==> src/inc/monitor_serial_pkg.sv <==
// Behaviour
// - Reset always brings the monitor up enabled on the single-wire pin.
// - Software clearing the monitor enable bit disables the monitor.
// - While the lock bit is set, clearing the enable bit is ignored.
// - The pin goes to general UART or GPIO use only while monitor is disabled.
// - Half duplex: never transmit while a character is being received.
// - Pin is open-drain: pulled low only, never driven high.
// - Frame is start bit, 8 or 9 data bits LSB first, one stop bit.
// - Every bit lasts one equal period taken from the bit clock generator.
// - Transmit a low start bit for one bit time, then each data bit.
// - After the last data bit send a high stop bit for one bit time.
// - Half a bit after a falling edge sample start; high means false start.
// - Sample each data bit at mid-bit, one full bit time apart.
// - Sample stop one bit after last data; low is a framing error.
// - Resume edge search right after the mid-stop sample.
// - Reload register loads from baud measurement and from software writes.
// - Reload value counts system clocks spanning eight bit times.
// - 16-bit reload counter, limited to 12 bits while monitor is enabled.
// - Baud measure times start falling edge to data bit seven rising edge.
// - Collision or framing error: break for 4096 clocks and set abort flag.
package monitor_serial_pkg;

  // Register offsets
  localparam logic [7:0] CTRL_OFS   = 8'h00;
  localparam logic [7:0] RELOAD_OFS = 8'h04;
  localparam logic [7:0] TXDATA_OFS = 8'h08;
  localparam logic [7:0] RXDATA_OFS = 8'h0c;
  localparam logic [7:0] STATUS_OFS = 8'h10;

  // Control register field positions
  localparam int EN_BIT       = 0;
  localparam int LOCK_BIT     = 1;
  localparam int ABORT_BIT    = 2;
  localparam int NINE_BIT     = 3;
  localparam int AUTOBAUD_BIT = 4;

  // Receive data register flag positions
  localparam int RX_VALID_BIT = 16;
  localparam int RX_ERR_BIT   = 17;

  // Bit clock and frame constants
  localparam logic [15:0] RELOAD_RST  = 16'h0100;
  localparam int          LIMIT_BITS  = 12;
  localparam int          BIT_SHIFT   = 3;
  localparam int          HALF_SHIFT  = 4;
  localparam int          BREAK_CLKS  = 4096;
  localparam logic [15:0] BREAK_LOAD  = 16'(BREAK_CLKS);
  localparam logic [3:0]  NARROW_BITS = 4'h8;
  localparam logic [3:0]  WIDE_BITS   = 4'h9;

  // Control register layout, low bit is the enable
  typedef struct packed {
    logic autobaud;
    logic nine;
    logic abort;
    logic lock;
    logic enable;
  } ctrl_type;

  localparam ctrl_type CTRL_RST = '{autobaud: 1'b1, nine: 1'b0, abort: 1'b0, lock: 1'b0, enable: 1'b1};

  // Serial engine states
  typedef enum logic [6:0] {
    S_IDLE     = 7'h01,
    S_TX       = 7'h02,
    S_RX_START = 7'h04,
    S_RX_DATA  = 7'h08,
    S_RX_STOP  = 7'h10,
    S_BAUD     = 7'h20,
    S_BREAK    = 7'h40
  } state_type;

endpackage

==> src/core/monitor_serial.sv <==
// Decided for this implementation: the register addresses and the address-and-strobe port.
`timescale 1ns/1ps
module monitor_serial
  import monitor_serial_pkg::*;
(
  input  wire logic        clk,        // System clock, 25 MHz
  input  wire logic        rst,        // Synchronous reset, active high
  input  wire logic [7:0]  addr,       // Register byte address
  input  wire logic [31:0] wdata,      // Write data
  input  wire logic        wr,         // Write strobe
  input  wire logic        rd,         // Read strobe
  output logic      [31:0] rdata,      // Read data, cycle after rd
  input  wire logic        pin_in,     // Single-wire pin level
  output logic             pin_out,    // Single-wire pin output value
  output logic             pin_oe_n,   // Pin output enable, low drives
  input  wire logic        alt_out,    // General UART/GPIO output value
  input  wire logic        alt_oe_n,   // General UART/GPIO enable, low drives
  output logic             monitor_on  // Monitor owns the pin
);

  ctrl_type    ctrl_q, ctrl_d;
  state_type   state_q, state_d;
  logic [15:0] reload_q, baud_cnt_q;
  logic [3:0]  idx_q;
  logic [10:0] tx_frame_q;
  logic [8:0]  rx_shift_q, rx_data_q;
  logic        rx_valid_q, rx_err_q, pin_prev_q;
  logic [31:0] rdata_q;
  logic        pin_out_q, pin_oe_n_q, monitor_on_q;

  // Register decode
  wire wr_ctrl   = wr && (addr == CTRL_OFS);
  wire wr_reload = wr && (addr == RELOAD_OFS);
  wire wr_tx     = wr && (addr == TXDATA_OFS);
  wire rd_rx     = rd && (addr == RXDATA_OFS);

  // State decode
  wire st_idle  = (state_q == S_IDLE);
  wire st_tx    = (state_q == S_TX);
  wire st_start = (state_q == S_RX_START);
  wire st_data  = (state_q == S_RX_DATA);
  wire st_stop  = (state_q == S_RX_STOP);
  wire st_baud  = (state_q == S_BAUD);
  wire st_brk   = (state_q == S_BREAK);
  wire rx_busy  = st_start | st_data | st_stop | st_baud;

  // Bit timing from the reload value
  wire [15:0] eff_reload = ctrl_q.enable ? {{(16-LIMIT_BITS){1'b0}}, reload_q[LIMIT_BITS-1:0]}
                                         : reload_q;
  wire [15:0] bit_raw    = eff_reload >> BIT_SHIFT;
  wire [15:0] half_raw   = eff_reload >> HALF_SHIFT;
  wire [15:0] bit_len    = (bit_raw == 16'h0000) ? 16'h0001 : bit_raw;
  wire [15:0] half_len   = (half_raw == 16'h0000) ? 16'h0001 : half_raw;

  // Frame and line decode
  wire [3:0] nbits      = ctrl_q.nine ? WIDE_BITS : NARROW_BITS;
  wire       last_tx    = (idx_q == nbits + 4'h1);
  wire       last_rx    = (idx_q == nbits - 4'h1);
  wire       cur_tx_bit = tx_frame_q[idx_q];
  wire       fall       = pin_prev_q && !pin_in;
  wire       expire;
  wire       tx_go      = st_idle && wr_tx && ctrl_q.enable && !ctrl_q.autobaud && !fall;
  wire       collision  = st_tx && expire && cur_tx_bit && !pin_in;
  wire       frame_err  = st_stop && expire && !pin_in;
  wire       rx_done    = st_stop && expire && pin_in;
  wire       baud_done  = st_baud && pin_in;
  wire       drive_low  = st_brk | (st_tx & ~cur_tx_bit);

  // Next state of the serial engine
  always_comb begin
    state_d = state_q;
    case (state_q)
      S_IDLE: begin
        if (tx_go) begin
          state_d = S_TX;
        end else if (fall && ctrl_q.autobaud) begin
          state_d = S_BAUD;
        end else if (fall) begin
          state_d = S_RX_START;
        end
      end
      S_TX: begin
        if (collision) begin
          state_d = S_BREAK;
        end else if (expire && last_tx) begin
          state_d = S_IDLE;
        end
      end
      S_RX_START: begin
        if (expire) begin
          state_d = pin_in ? S_IDLE : S_RX_DATA;
        end
      end
      S_RX_DATA: begin
        if (expire && last_rx) begin
          state_d = S_RX_STOP;
        end
      end
      S_RX_STOP: begin
        if (expire) begin
          state_d = pin_in ? S_IDLE : S_BREAK;
        end
      end
      S_BAUD: begin
        if (pin_in) begin
          state_d = S_IDLE;
        end
      end
      S_BREAK: begin
        if (expire) begin
          state_d = S_IDLE;
        end
      end
      default: state_d = S_IDLE;
    endcase
    if (!ctrl_q.enable) begin
      state_d = S_IDLE;
    end
  end

  // Timer reload on entry to a timed state and on each bit boundary
  wire enter_timed = (state_d != state_q) && (state_d != S_IDLE) && (state_d != S_BAUD);
  wire next_bit    = expire && ((st_tx && !last_tx && !collision) || (st_data && !last_rx));
  wire timer_load  = enter_timed || next_bit;
  wire [15:0] timer_val = (state_d == S_RX_START) ? half_len :
                          (state_d == S_BREAK)    ? BREAK_LOAD :
                                                    bit_len;

  bit_timer #(
    .W (16)
  ) u_timer (
    .clk    (clk),
    .rst    (rst),
    .load   (timer_load),
    .val    (timer_val),
    .expire (expire)
  );

  // Control register next value
  always_comb begin
    ctrl_d = ctrl_q;
    if (wr_ctrl) begin
      ctrl_d.lock = ctrl_q.lock | wdata[LOCK_BIT];
      ctrl_d.nine = wdata[NINE_BIT];
      if (wdata[EN_BIT] || !ctrl_q.lock) begin
        ctrl_d.enable = wdata[EN_BIT];
      end
      if (wdata[ABORT_BIT]) begin
        ctrl_d.abort = 1'b0;
      end
      if (wdata[AUTOBAUD_BIT]) begin
        ctrl_d.autobaud = 1'b1;
      end
    end
    if (baud_done) begin
      ctrl_d.autobaud = 1'b0;
    end
    if (collision || frame_err) begin
      ctrl_d.abort = 1'b1;
    end
  end

  // Control and reload registers
  always_ff @(posedge clk) begin
    if (rst) begin
      ctrl_q   <= CTRL_RST;
      reload_q <= RELOAD_RST;
    end else begin
      ctrl_q <= ctrl_d;
      if (baud_done) begin
        reload_q <= baud_cnt_q;
      end else if (wr_reload) begin
        reload_q <= wdata[15:0];
      end
    end
  end

  // Engine state, bit index and baud measurement
  always_ff @(posedge clk) begin
    if (rst) begin
      state_q    <= S_IDLE;
      idx_q      <= 4'h0;
      baud_cnt_q <= 16'h0000;
      pin_prev_q <= 1'b1;
    end else begin
      state_q    <= state_d;
      pin_prev_q <= pin_in;
      if (state_d != state_q) begin
        idx_q <= 4'h0;
      end else if (next_bit) begin
        idx_q <= idx_q + 4'h1;
      end
      if (st_idle && fall) begin
        baud_cnt_q <= 16'h0001;
      end else if (st_baud && !pin_in && baud_cnt_q != 16'hffff) begin
        baud_cnt_q <= baud_cnt_q + 16'h0001;
      end
    end
  end

  // Transmit frame and receive shift register
  always_ff @(posedge clk) begin
    if (rst) begin
      tx_frame_q <= 11'h7ff;
      rx_shift_q <= 9'h000;
    end else begin
      if (tx_go) begin
        tx_frame_q <= ctrl_q.nine ? {1'b1, wdata[8:0], 1'b0}
                                  : {2'b11, wdata[7:0], 1'b0};
      end
      if (state_d == S_RX_DATA && st_start) begin
        rx_shift_q <= 9'h000;
      end else if (st_data && expire) begin
        rx_shift_q[idx_q] <= pin_in;
      end
    end
  end

  // Received character and its flags, set wins over read clear
  always_ff @(posedge clk) begin
    if (rst) begin
      rx_data_q  <= 9'h000;
      rx_valid_q <= 1'b0;
      rx_err_q   <= 1'b0;
    end else begin
      if (rx_done) begin
        rx_data_q <= rx_shift_q;
      end
      rx_valid_q <= rx_done | (rx_valid_q & ~rd_rx);
      rx_err_q   <= frame_err | (rx_err_q & ~rd_rx);
    end
  end

  // Read data mux, zero for unmapped offsets
  wire [31:0] rd_mux =
    (addr == CTRL_OFS)   ? {27'h0, ctrl_q} :
    (addr == RELOAD_OFS) ? {16'h0, reload_q} :
    (addr == RXDATA_OFS) ? {14'h0, rx_err_q, rx_valid_q, 7'h0, rx_data_q} :
    (addr == STATUS_OFS) ? {28'h0, ctrl_q.autobaud, st_brk, rx_busy, st_tx} :
                           32'h0;

  // Output flops
  always_ff @(posedge clk) begin
    if (rst) begin
      rdata_q      <= 32'h0;
      pin_out_q    <= 1'b0;
      pin_oe_n_q   <= 1'b1;
      monitor_on_q <= 1'b1;
    end else begin
      rdata_q      <= rd ? rd_mux : 32'h0;
      pin_out_q    <= ctrl_q.enable ? 1'b0 : alt_out;
      pin_oe_n_q   <= ctrl_q.enable ? ~drive_low : alt_oe_n;
      monitor_on_q <= ctrl_q.enable;
    end
  end

  assign rdata      = rdata_q;
  assign pin_out    = pin_out_q;
  assign pin_oe_n   = pin_oe_n_q;
  assign monitor_on = monitor_on_q;

  // Checks
  AST_RESET_ENABLE: assert property (@(posedge clk) rst |=> ctrl_q.enable)
    else $error("monitor not enabled after reset");
  AST_DISABLE: assert property (@(posedge clk) disable iff (rst)
    wr_ctrl && !wdata[EN_BIT] && !ctrl_q.lock |=> !ctrl_q.enable ##1 !monitor_on)
    else $error("enable clear did not disable monitor");
  AST_LOCK_HOLD: assert property (@(posedge clk) disable iff (rst)
    ctrl_q.lock && ctrl_q.enable |=> ctrl_q.enable)
    else $error("locked monitor was disabled");
  AST_HANDOVER: assert property (@(posedge clk) disable iff (rst)
    !ctrl_q.enable |=> pin_oe_n == $past(alt_oe_n) && pin_out == $past(alt_out))
    else $error("pin not handed to general use");
  AST_HALF_DUPLEX: assert property (@(posedge clk) disable iff (rst)
    rx_busy && ctrl_q.enable |=> pin_oe_n)
    else $error("transmit while receiving");
  AST_OPEN_DRAIN: assert property (@(posedge clk) disable iff (rst)
    ctrl_q.enable |=> !pin_out)
    else $error("pin driven high by monitor");
  AST_START_LOW: assert property (@(posedge clk) disable iff (rst)
    st_tx && idx_q == 4'h0 && ctrl_q.enable |=> !pin_oe_n)
    else $error("start bit not low");
  AST_STOP_HIGH: assert property (@(posedge clk) disable iff (rst)
    st_tx && last_tx && ctrl_q.enable |=> pin_oe_n)
    else $error("stop bit not released");
  AST_FALSE_START: assert property (@(posedge clk) disable iff (rst)
    st_start && expire && pin_in |=> st_idle)
    else $error("false start not discarded");
  AST_RESUME: assert property (@(posedge clk) disable iff (rst)
    rx_done |=> st_idle && rx_valid_q)
    else $error("receiver did not resume after stop sample");
  AST_BREAK: assert property (@(posedge clk) disable iff (rst)
    (collision || frame_err) && ctrl_q.enable |=> st_brk && ctrl_q.abort ##1 !pin_oe_n)
    else $error("error did not start break");
  AST_BAUD_LOAD: assert property (@(posedge clk) disable iff (rst)
    baud_done && !wr_reload |=> reload_q == $past(baud_cnt_q) && !ctrl_q.autobaud)
    else $error("measured count not loaded");
  AST_LIMIT: assert property (@(posedge clk) disable iff (rst)
    ctrl_q.enable |-> eff_reload[15:LIMIT_BITS] == '0)
    else $error("reload not limited while enabled");

endmodule // monitor_serial

==> src/core/bit_timer.sv <==
`timescale 1ns/1ps
module bit_timer
  import monitor_serial_pkg::*;
#(
  parameter int W = 16
) (
  input  wire logic         clk,     // System clock
  input  wire logic         rst,     // Synchronous reset
  input  wire logic         load,    // Start a new interval
  input  wire logic [W-1:0] val,     // Interval length in clocks
  output logic              expire   // Last clock of the interval
);

  logic [W-1:0] cnt_q;

  // Down counter, parks at zero
  always_ff @(posedge clk) begin
    if (rst) begin
      cnt_q <= '0;
    end else if (load) begin
      cnt_q <= val;
    end else if (cnt_q != '0) begin
      cnt_q <= cnt_q - W'(1);
    end
  end

  assign expire = (cnt_q == W'(1));

  // One interval is exactly val clocks long: full load, then one step per clock
  AST_TIMER_SPAN: assert property (@(posedge clk) disable iff (rst)
    load |=> cnt_q == $past(val))
    else $error("timer interval length wrong");
  AST_TIMER_STEP: assert property (@(posedge clk) disable iff (rst)
    !load && cnt_q != '0 |=> cnt_q == $past(cnt_q) - W'(1))
    else $error("timer did not count down by one");

endmodule // bit_timer

==> config.mk <==
export PLATFORM = sky130hd
export DESIGN_NAME = monitor_serial
export DESIGN_NICKNAME = d
export VERILOG_FILES = /design/src/inc/monitor_serial_pkg.sv /design/src/core/monitor_serial.sv /design/src/core/bit_timer.sv
export SDC_FILE = /design/constraint.sdc
export NUM_CORES = 1
export LEC_CHECK = 0
export BUFFER_PORTS_ARGS = -buffer_cell sky130_fd_sc_hd__buf_2
export CAP_MARGIN = 20
export CORE_MARGIN = 3
export CORE_UTILIZATION = 54
export CTS_CLUSTER_SIZE = 10
export DETAILED_ROUTE_END_ITERATION = 8
export GPL_TIMING_DRIVEN = 1
export MAX_ROUTING_LAYER = met4
export PLACE_DENSITY_LB_ADDON = 0.12
export SYNTH_ARGS = -nofsm -noshare
export SYNTH_HDL_FRONTEND = slang
export SYNTH_SLANG_ARGS = --single-unit
==> constraint.sdc <==
create_clock -name clk -period 3.1 [get_ports clk]
set_input_delay 0.155 -clock clk [delete_from_list [all_inputs] [get_ports clk]]
set_output_delay 0.155 -clock clk [all_outputs]
set_load 0.02 [all_outputs]
* After elaboration in Yosys (flattened, before gate mapping) *
Index checks and enable logic that the tools add are counted.

storage, ports and cells
  flip-flop bits (word level) = 131
  bits of input ports = 47
  output and inout port bits = 35
  word-level logic and storage cells = 173

cells by class
  add/subtract/negate cells = 5
  $lt $le $gt $ge = 2
  equal/unequal tests = 21
  multiplexer cells = 43
  bitwise logic cells = 14
  reductions and logical operators = 64

operators with widths
  kind                   number
  $mux 16                6
  $mux 7                 12
  $pmux 7 s7             1
  $mux 13                3
  $logic_not 16->1       2
  $logic_and 1x1->1      31
  $mux 18                1
  $add 16x1->16 const B  1
  $eq 16x1->1 const B    1
  $eq 8x4->1 const B     2
  $ne 16x16->1 const B   1
  $reduce_bool 16->1     1
  $sub 16x1->16 const B  1
  $eq 7x3->1 const B     2
  $eq 7x4->1 const B     2
  $eq 7x7->1 const B     2
  $reduce_bool 2->1      7
  $mux 12                1
  $mux 1                 11
  $mux 10                1
  $mux 5                 2
  $reduce_or 2->1        5
  $bwmux 9               1
  $add 4x1->4 const B    2
  26 further kinds       50

* Logic depth before layout (Yosys ltp) *
  depth after elaboration = 14
  mapped depth = 13
  mapped depth without buffers = 10

* By module *
From an unflattened synthesis, not the netlist that was laid out.

unflattened totals
  cell total of the unflattened synthesis = 719
  area, all modules = 6113.4 µm²

by module, submodules not included
  module          times used  cells each  area each (µm²)  seq. area each (µm²)
  monitor_serial  1           604         5167.5           2001.9
  bit_timer       1           115         945.9            320.3

* Worst setup path before layout *
Ideal clock, no wire load.

  path type = register -> register
  start = register state_q[0]
  end = register u_timer.cnt_q[1]
  library setup time = 0.123 ns
  data arrival time = 2.519 ns
  required time = 2.977 ns
  path slack = 0.458 ns
  cell stages (with the launch flop) = 11
  path buffers = 2
  period minus slack after synthesis = 2.642 ns
  cells stage by stage = dfxtp_1 buf_2 or3b_1 o21a_1 o22a_1 o31a_1 a211oi_1 and4_4 o21a_1 buf_6 mux2_1

on the way
  longest elaborated chain between the ends = 13
  elaborated cells between the ends (all ways) = 44
  classes of those cells = eq/ne: 12; mux: 15; reduce/logical: 17

RTL lines
  element                                       RTL line                                    text
  from (decl)                                   monitor_serial.sv:22                        state_type state_q, state_d;
  from (signal assigned)                        monitor_serial.sv:186                       state_q <= state_d;
  $eq 7x1->1                                    monitor_serial.sv:38, monitor_serial.sv:72
  $logic_and 1x1->1 (4 in a row)                monitor_serial.sv:62                        wire tx_go = st_idle && wr_tx && ctrl_q.enable && !ctrl_q.autobaud && !fall;
  $mux 7                                        monitor_serial.sv:74                        if (tx_go) begin
  $pmux 7 s7                                    monitor_serial.sv:72                        case (state_q)
  $mux 7                                        monitor_serial.sv:116                       if (!ctrl_q.enable) begin
  $ne 7x7->1 or $ne 7x1->1 (tied branches)      monitor_serial.sv:122                       wire enter_timed = (state_d != state_q) && (state_d != S_IDLE) && (state_d != S_BAUD);
  $logic_and 1x1->1 (2 in a row)                monitor_serial.sv:122
  $logic_or 1x1->1                              monitor_serial.sv:124                       wire timer_load = enter_timed || next_bit;
  $mux 16 or $reduce_bool 2->1 (tied branches)  -
  to (signal assigned)                          bit_timer.sv:21                             cnt_q <= val;
  to (signal assigned)                          bit_timer.sv:23                             cnt_q <= cnt_q - W'(1);
  to (decl)                                     bit_timer.sv:14                             logic [W-1:0] cnt_q;

Several ways; a longest one is shown, not always the timed one.
A chain may end at the register's enable or synchronous reset.

* Worst setup path after layout *
  start = register state_q[2]
  end = register u_timer.cnt_q[12]

Same word-level chain as after synthesis.

==> reports/results.tsv <==
metric	value	unit
crit-path cells	nor4_4 -> and2_1 -> and3_1 -> nor2_1 -> a2111o_1 -> and4_4 -> o21a_1 -> buf_12 -> o311a_1	
VDD IR max	0.4820	mV
clk_skew	0.007375	ns
final antenna-violating net count	0	
First-pass DRT Iterations	8	
GP Congestion	0.9565	
die height	110.7	um
Area Growth Syn to Fin	21.65	%
Hold Fails Final Rpt	0	
Port Buffer Count	51	
ys flop type	dfxtp_1	
Distinct cells, synth	70	
Crit Path Category	flip-flop to flip-flop	
gr ovfl total	0	
Pleak	2.894	nW
post-DP HPWL	12780	um
Mapped Cells	733	
total power draw	4.395	mW
final worst setup slack	0.1288	ns
Die Footprint	0.01226	sq mm
min Tclk post-route	2.971	ns
DR WL/cell	18.26	um
synthesized cell area	0.005924	sq mm
Place WS	0.08870	ns
Hold Slack	0.1092	ns
Rel. slew slack	0.3537	
share of layout cells above drive strength 1	0.1615	
outcome	finished, final reports clean	
Worst Tran Pin Value	0.9612	ns
Clk pin slew, worst setup/hold paths	0.06	ns
CTS tree	yes	
Remaining DRCs	0	
Syn Area/Cell	8.082	sq um
Arrival @ worst endpoint	3.38	ns
Critical Path Slowest Stage Cell	nor4_4	
Core Box Area	0.01051	sq mm
crit end category	flip-flop	
Placement Rows	37	
Worst path max stage delay	0.46	ns
first-pass GRT wire length	28400	um
period utilization	0.9585	
fmax	336.6	MHz
via count	5869	
Die W	110.7	um
RSZ-0062 raised after global routing	false	
top cell type's share of synthesized area	0.3920	
gr usage total	0.2992	
crit path max fanout	15	
min-delay worst type	input pin to flip-flop	
Power per Cell Area	609.9	mW/mm^2
vias per cell	6.032	
sequential-to-total area share from yosys stat	0.3920	
FFs w/ async S/R, synth	0	
CTS Buf Count	17	
Post-CTS Setup Repair Bufs	0	
vias in the first global route	5465	
clock root buffer	clkbuf_8	
I/O pin total	82	
synth top area cells	dfxtp_1 (39%), nand2_1 (7.3%), nor2_1 (5.0%)	
Max Cap Viol	0	
setup_tns	0	ns
EDFF count, synth	0	
Iteration-0 DRC Markers	539	
Starting Density	0.5638	
final setup fails	0	
Clock Latency Late Sink	0.53	ns
Layout Utilization	0.6858	
initial antenna violation count	1	
Routed Wire Length	17770	um
clock sink count	116	
area leader, netlist	dfxtp_1	
pin count of the biggest net entering global routing	41	
yosys warns	0	
data required time of the worst path	3.51	ns
crit start category	flip-flop	
CTS H-tree lvls	4	
Yosys reg bits	116	
Slew Limit Fails	0	
maximum clock path buffer count	2	
Post-layout nets	877	
-- layer usage --
layer,part of all wire,GRT usage,vias to the layer above,routed length (um)
met5,0,-,-,0
met4,0.033,0.1182,0,590
met3,0.072,0.06714,56,1285
met2,0.47,0.4608,275,8267
met1,0.43,0.3832,2758,7627
li1,-,-,2780,-
-- state kept, by name, indices dropped and copies added, names as in the netlist --
signal and count:
state_q 7, rdata 18, tx_frame_q 10, rx_valid_q 1, monitor_on 1, pin_out 1, rx_data_q 9, idx_q 4
rx_err_q 1, reload_q 16, u_timer.cnt_q 16, ctrl_q 5, pin_oe_n 1, rx_shift_q 9, pin_prev_q 1, baud_cnt_q 16
-- synthesized netlist by cell type, types with 3 or more instances --
library cell,count
and3_1,17
o21a_1,3
dfxtp_1,116
nor4_1,5
or3_1,8
a22oi_1,12
and4_1,3
a211oi_1,4
nor3_1,16
ha_1,7
o22ai_1,6
nand2b_1,3
nor2b_1,7
o31ai_1,3
mux2i_1,20
a21o_1,3
inv_1,15
o21bai_1,3
nand2_1,116
xor2_1,19
o221ai_1,3
and2_1,7
nor3b_1,9
nand4_1,5
xnor2_1,12
o211ai_1,5
a21oi_1,37
nand3_1,55
a311oi_1,16
and2_0,3
clkbuf_1,26
o21ai_0,12
nor2_1,79
buf_4,14
buf_2,10
or4_1,4
nand3b_1,6
-- path summary, 6_finish.rpt --
path	depth (start not counted)	endpoint	start	slack [ns]
worst max-delay path	9	u_timer.cnt_q[12]$_SDFFE_PP0P_	state_q[2]$_SDFF_PP0_	0.13
worst min-delay path	3	rx_shift_q[4]$_SDFFE_PP0P_	pin_in	0.11
worst max register to register	9	u_timer.cnt_q[12]$_SDFFE_PP0P_	state_q[2]$_SDFF_PP0_	0.13
worst min register to register	2	tx_frame_q[0]$_SDFFE_PP1P_	tx_frame_q[0]$_SDFFE_PP1P_	0.45
-- worst max-delay path: cells and delay by family, from the launching register on --
kind	cells	cell delay, ns
and+or+nand+nor	5	1.26
AOI/OAI and AO/OA	3	1.00
DFF	1	0.43
buffers and inverters	1	0.18
-- metrics by stage --
stage	instance area (sq um)	std cells
floorplan	5973	746
global placement	6429	920
detailed placement	6429	920
CTS	7186	972
global route	7207	973
finish	7207	973
-- final cells by class --
class	count	area, sq um
multi-input cells	562	3334
fillers	892	3302
flip-flops and latches	116	2322
repair buffers	110	760.7
clock buffers	25	484.2
well taps	136	170.2
clock inverters	7	72.57
inverters	16	60.06
diodes	1	2.502
-- placed cells by master, fill, tap and decap left out, drive strengths merged, types with 8 or more instances in the layout --
| master | count |
|---|---|
| xnor2 | 12 |
| conb | 14 |
| xor2 | 19 |
| nor3b | 9 |
| o21ai | 14 |
| nor4 | 8 |
| or3 | 9 |
| nand2 | 116 |
| clkbuf | 25 |
| mux2i | 20 |
| inv | 15 |
| nor2 | 79 |
| a22oi | 12 |
| dfxtp | 116 |
| buf | 90 |
| and2 | 10 |
| a311oi | 17 |
| a21oi | 37 |
| dlygate4sd3 | 20 |
| and3 | 17 |
| nand3 | 55 |
| nor3 | 18 |
-- what timing repair did --
action / CTS / global route
gates resized for setup: 0 / 6
endpoints found under the hold margin: 32 / 0
hold buffers: 20 / 0
setup endpoints to repair: 0 / 9
-- where the power goes --
part / total (mW) / internal [mW] / switching [mW]
sequential: 1.64 / 1.56 / 0.0772
clock: 1.83 / 1.15 / 0.679
combinational: 0.929 / 0.411 / 0.517
total: 4.40 / 3.12 / 1.27
-- kinds of logic (layout without fill, tap and decap cells) --
kind of cell             Yosys count  in the layout  share of synthesized area
AND/OR/NAND/NOR                  361            361                     0.3043
AO/OA/AOI/OAI                    127            127                     0.1483
flip-flops                       116            116                     0.3920
buffers and inverters             68            158                    0.05660
XOR/XNOR                          31             31                    0.04583
multiplexers                      22             22                    0.03759
adder cells (fa/ha/maj)            7              7                    0.01478
other                              1             15                  0.0006330
Power figures use the tool's default switching activity.
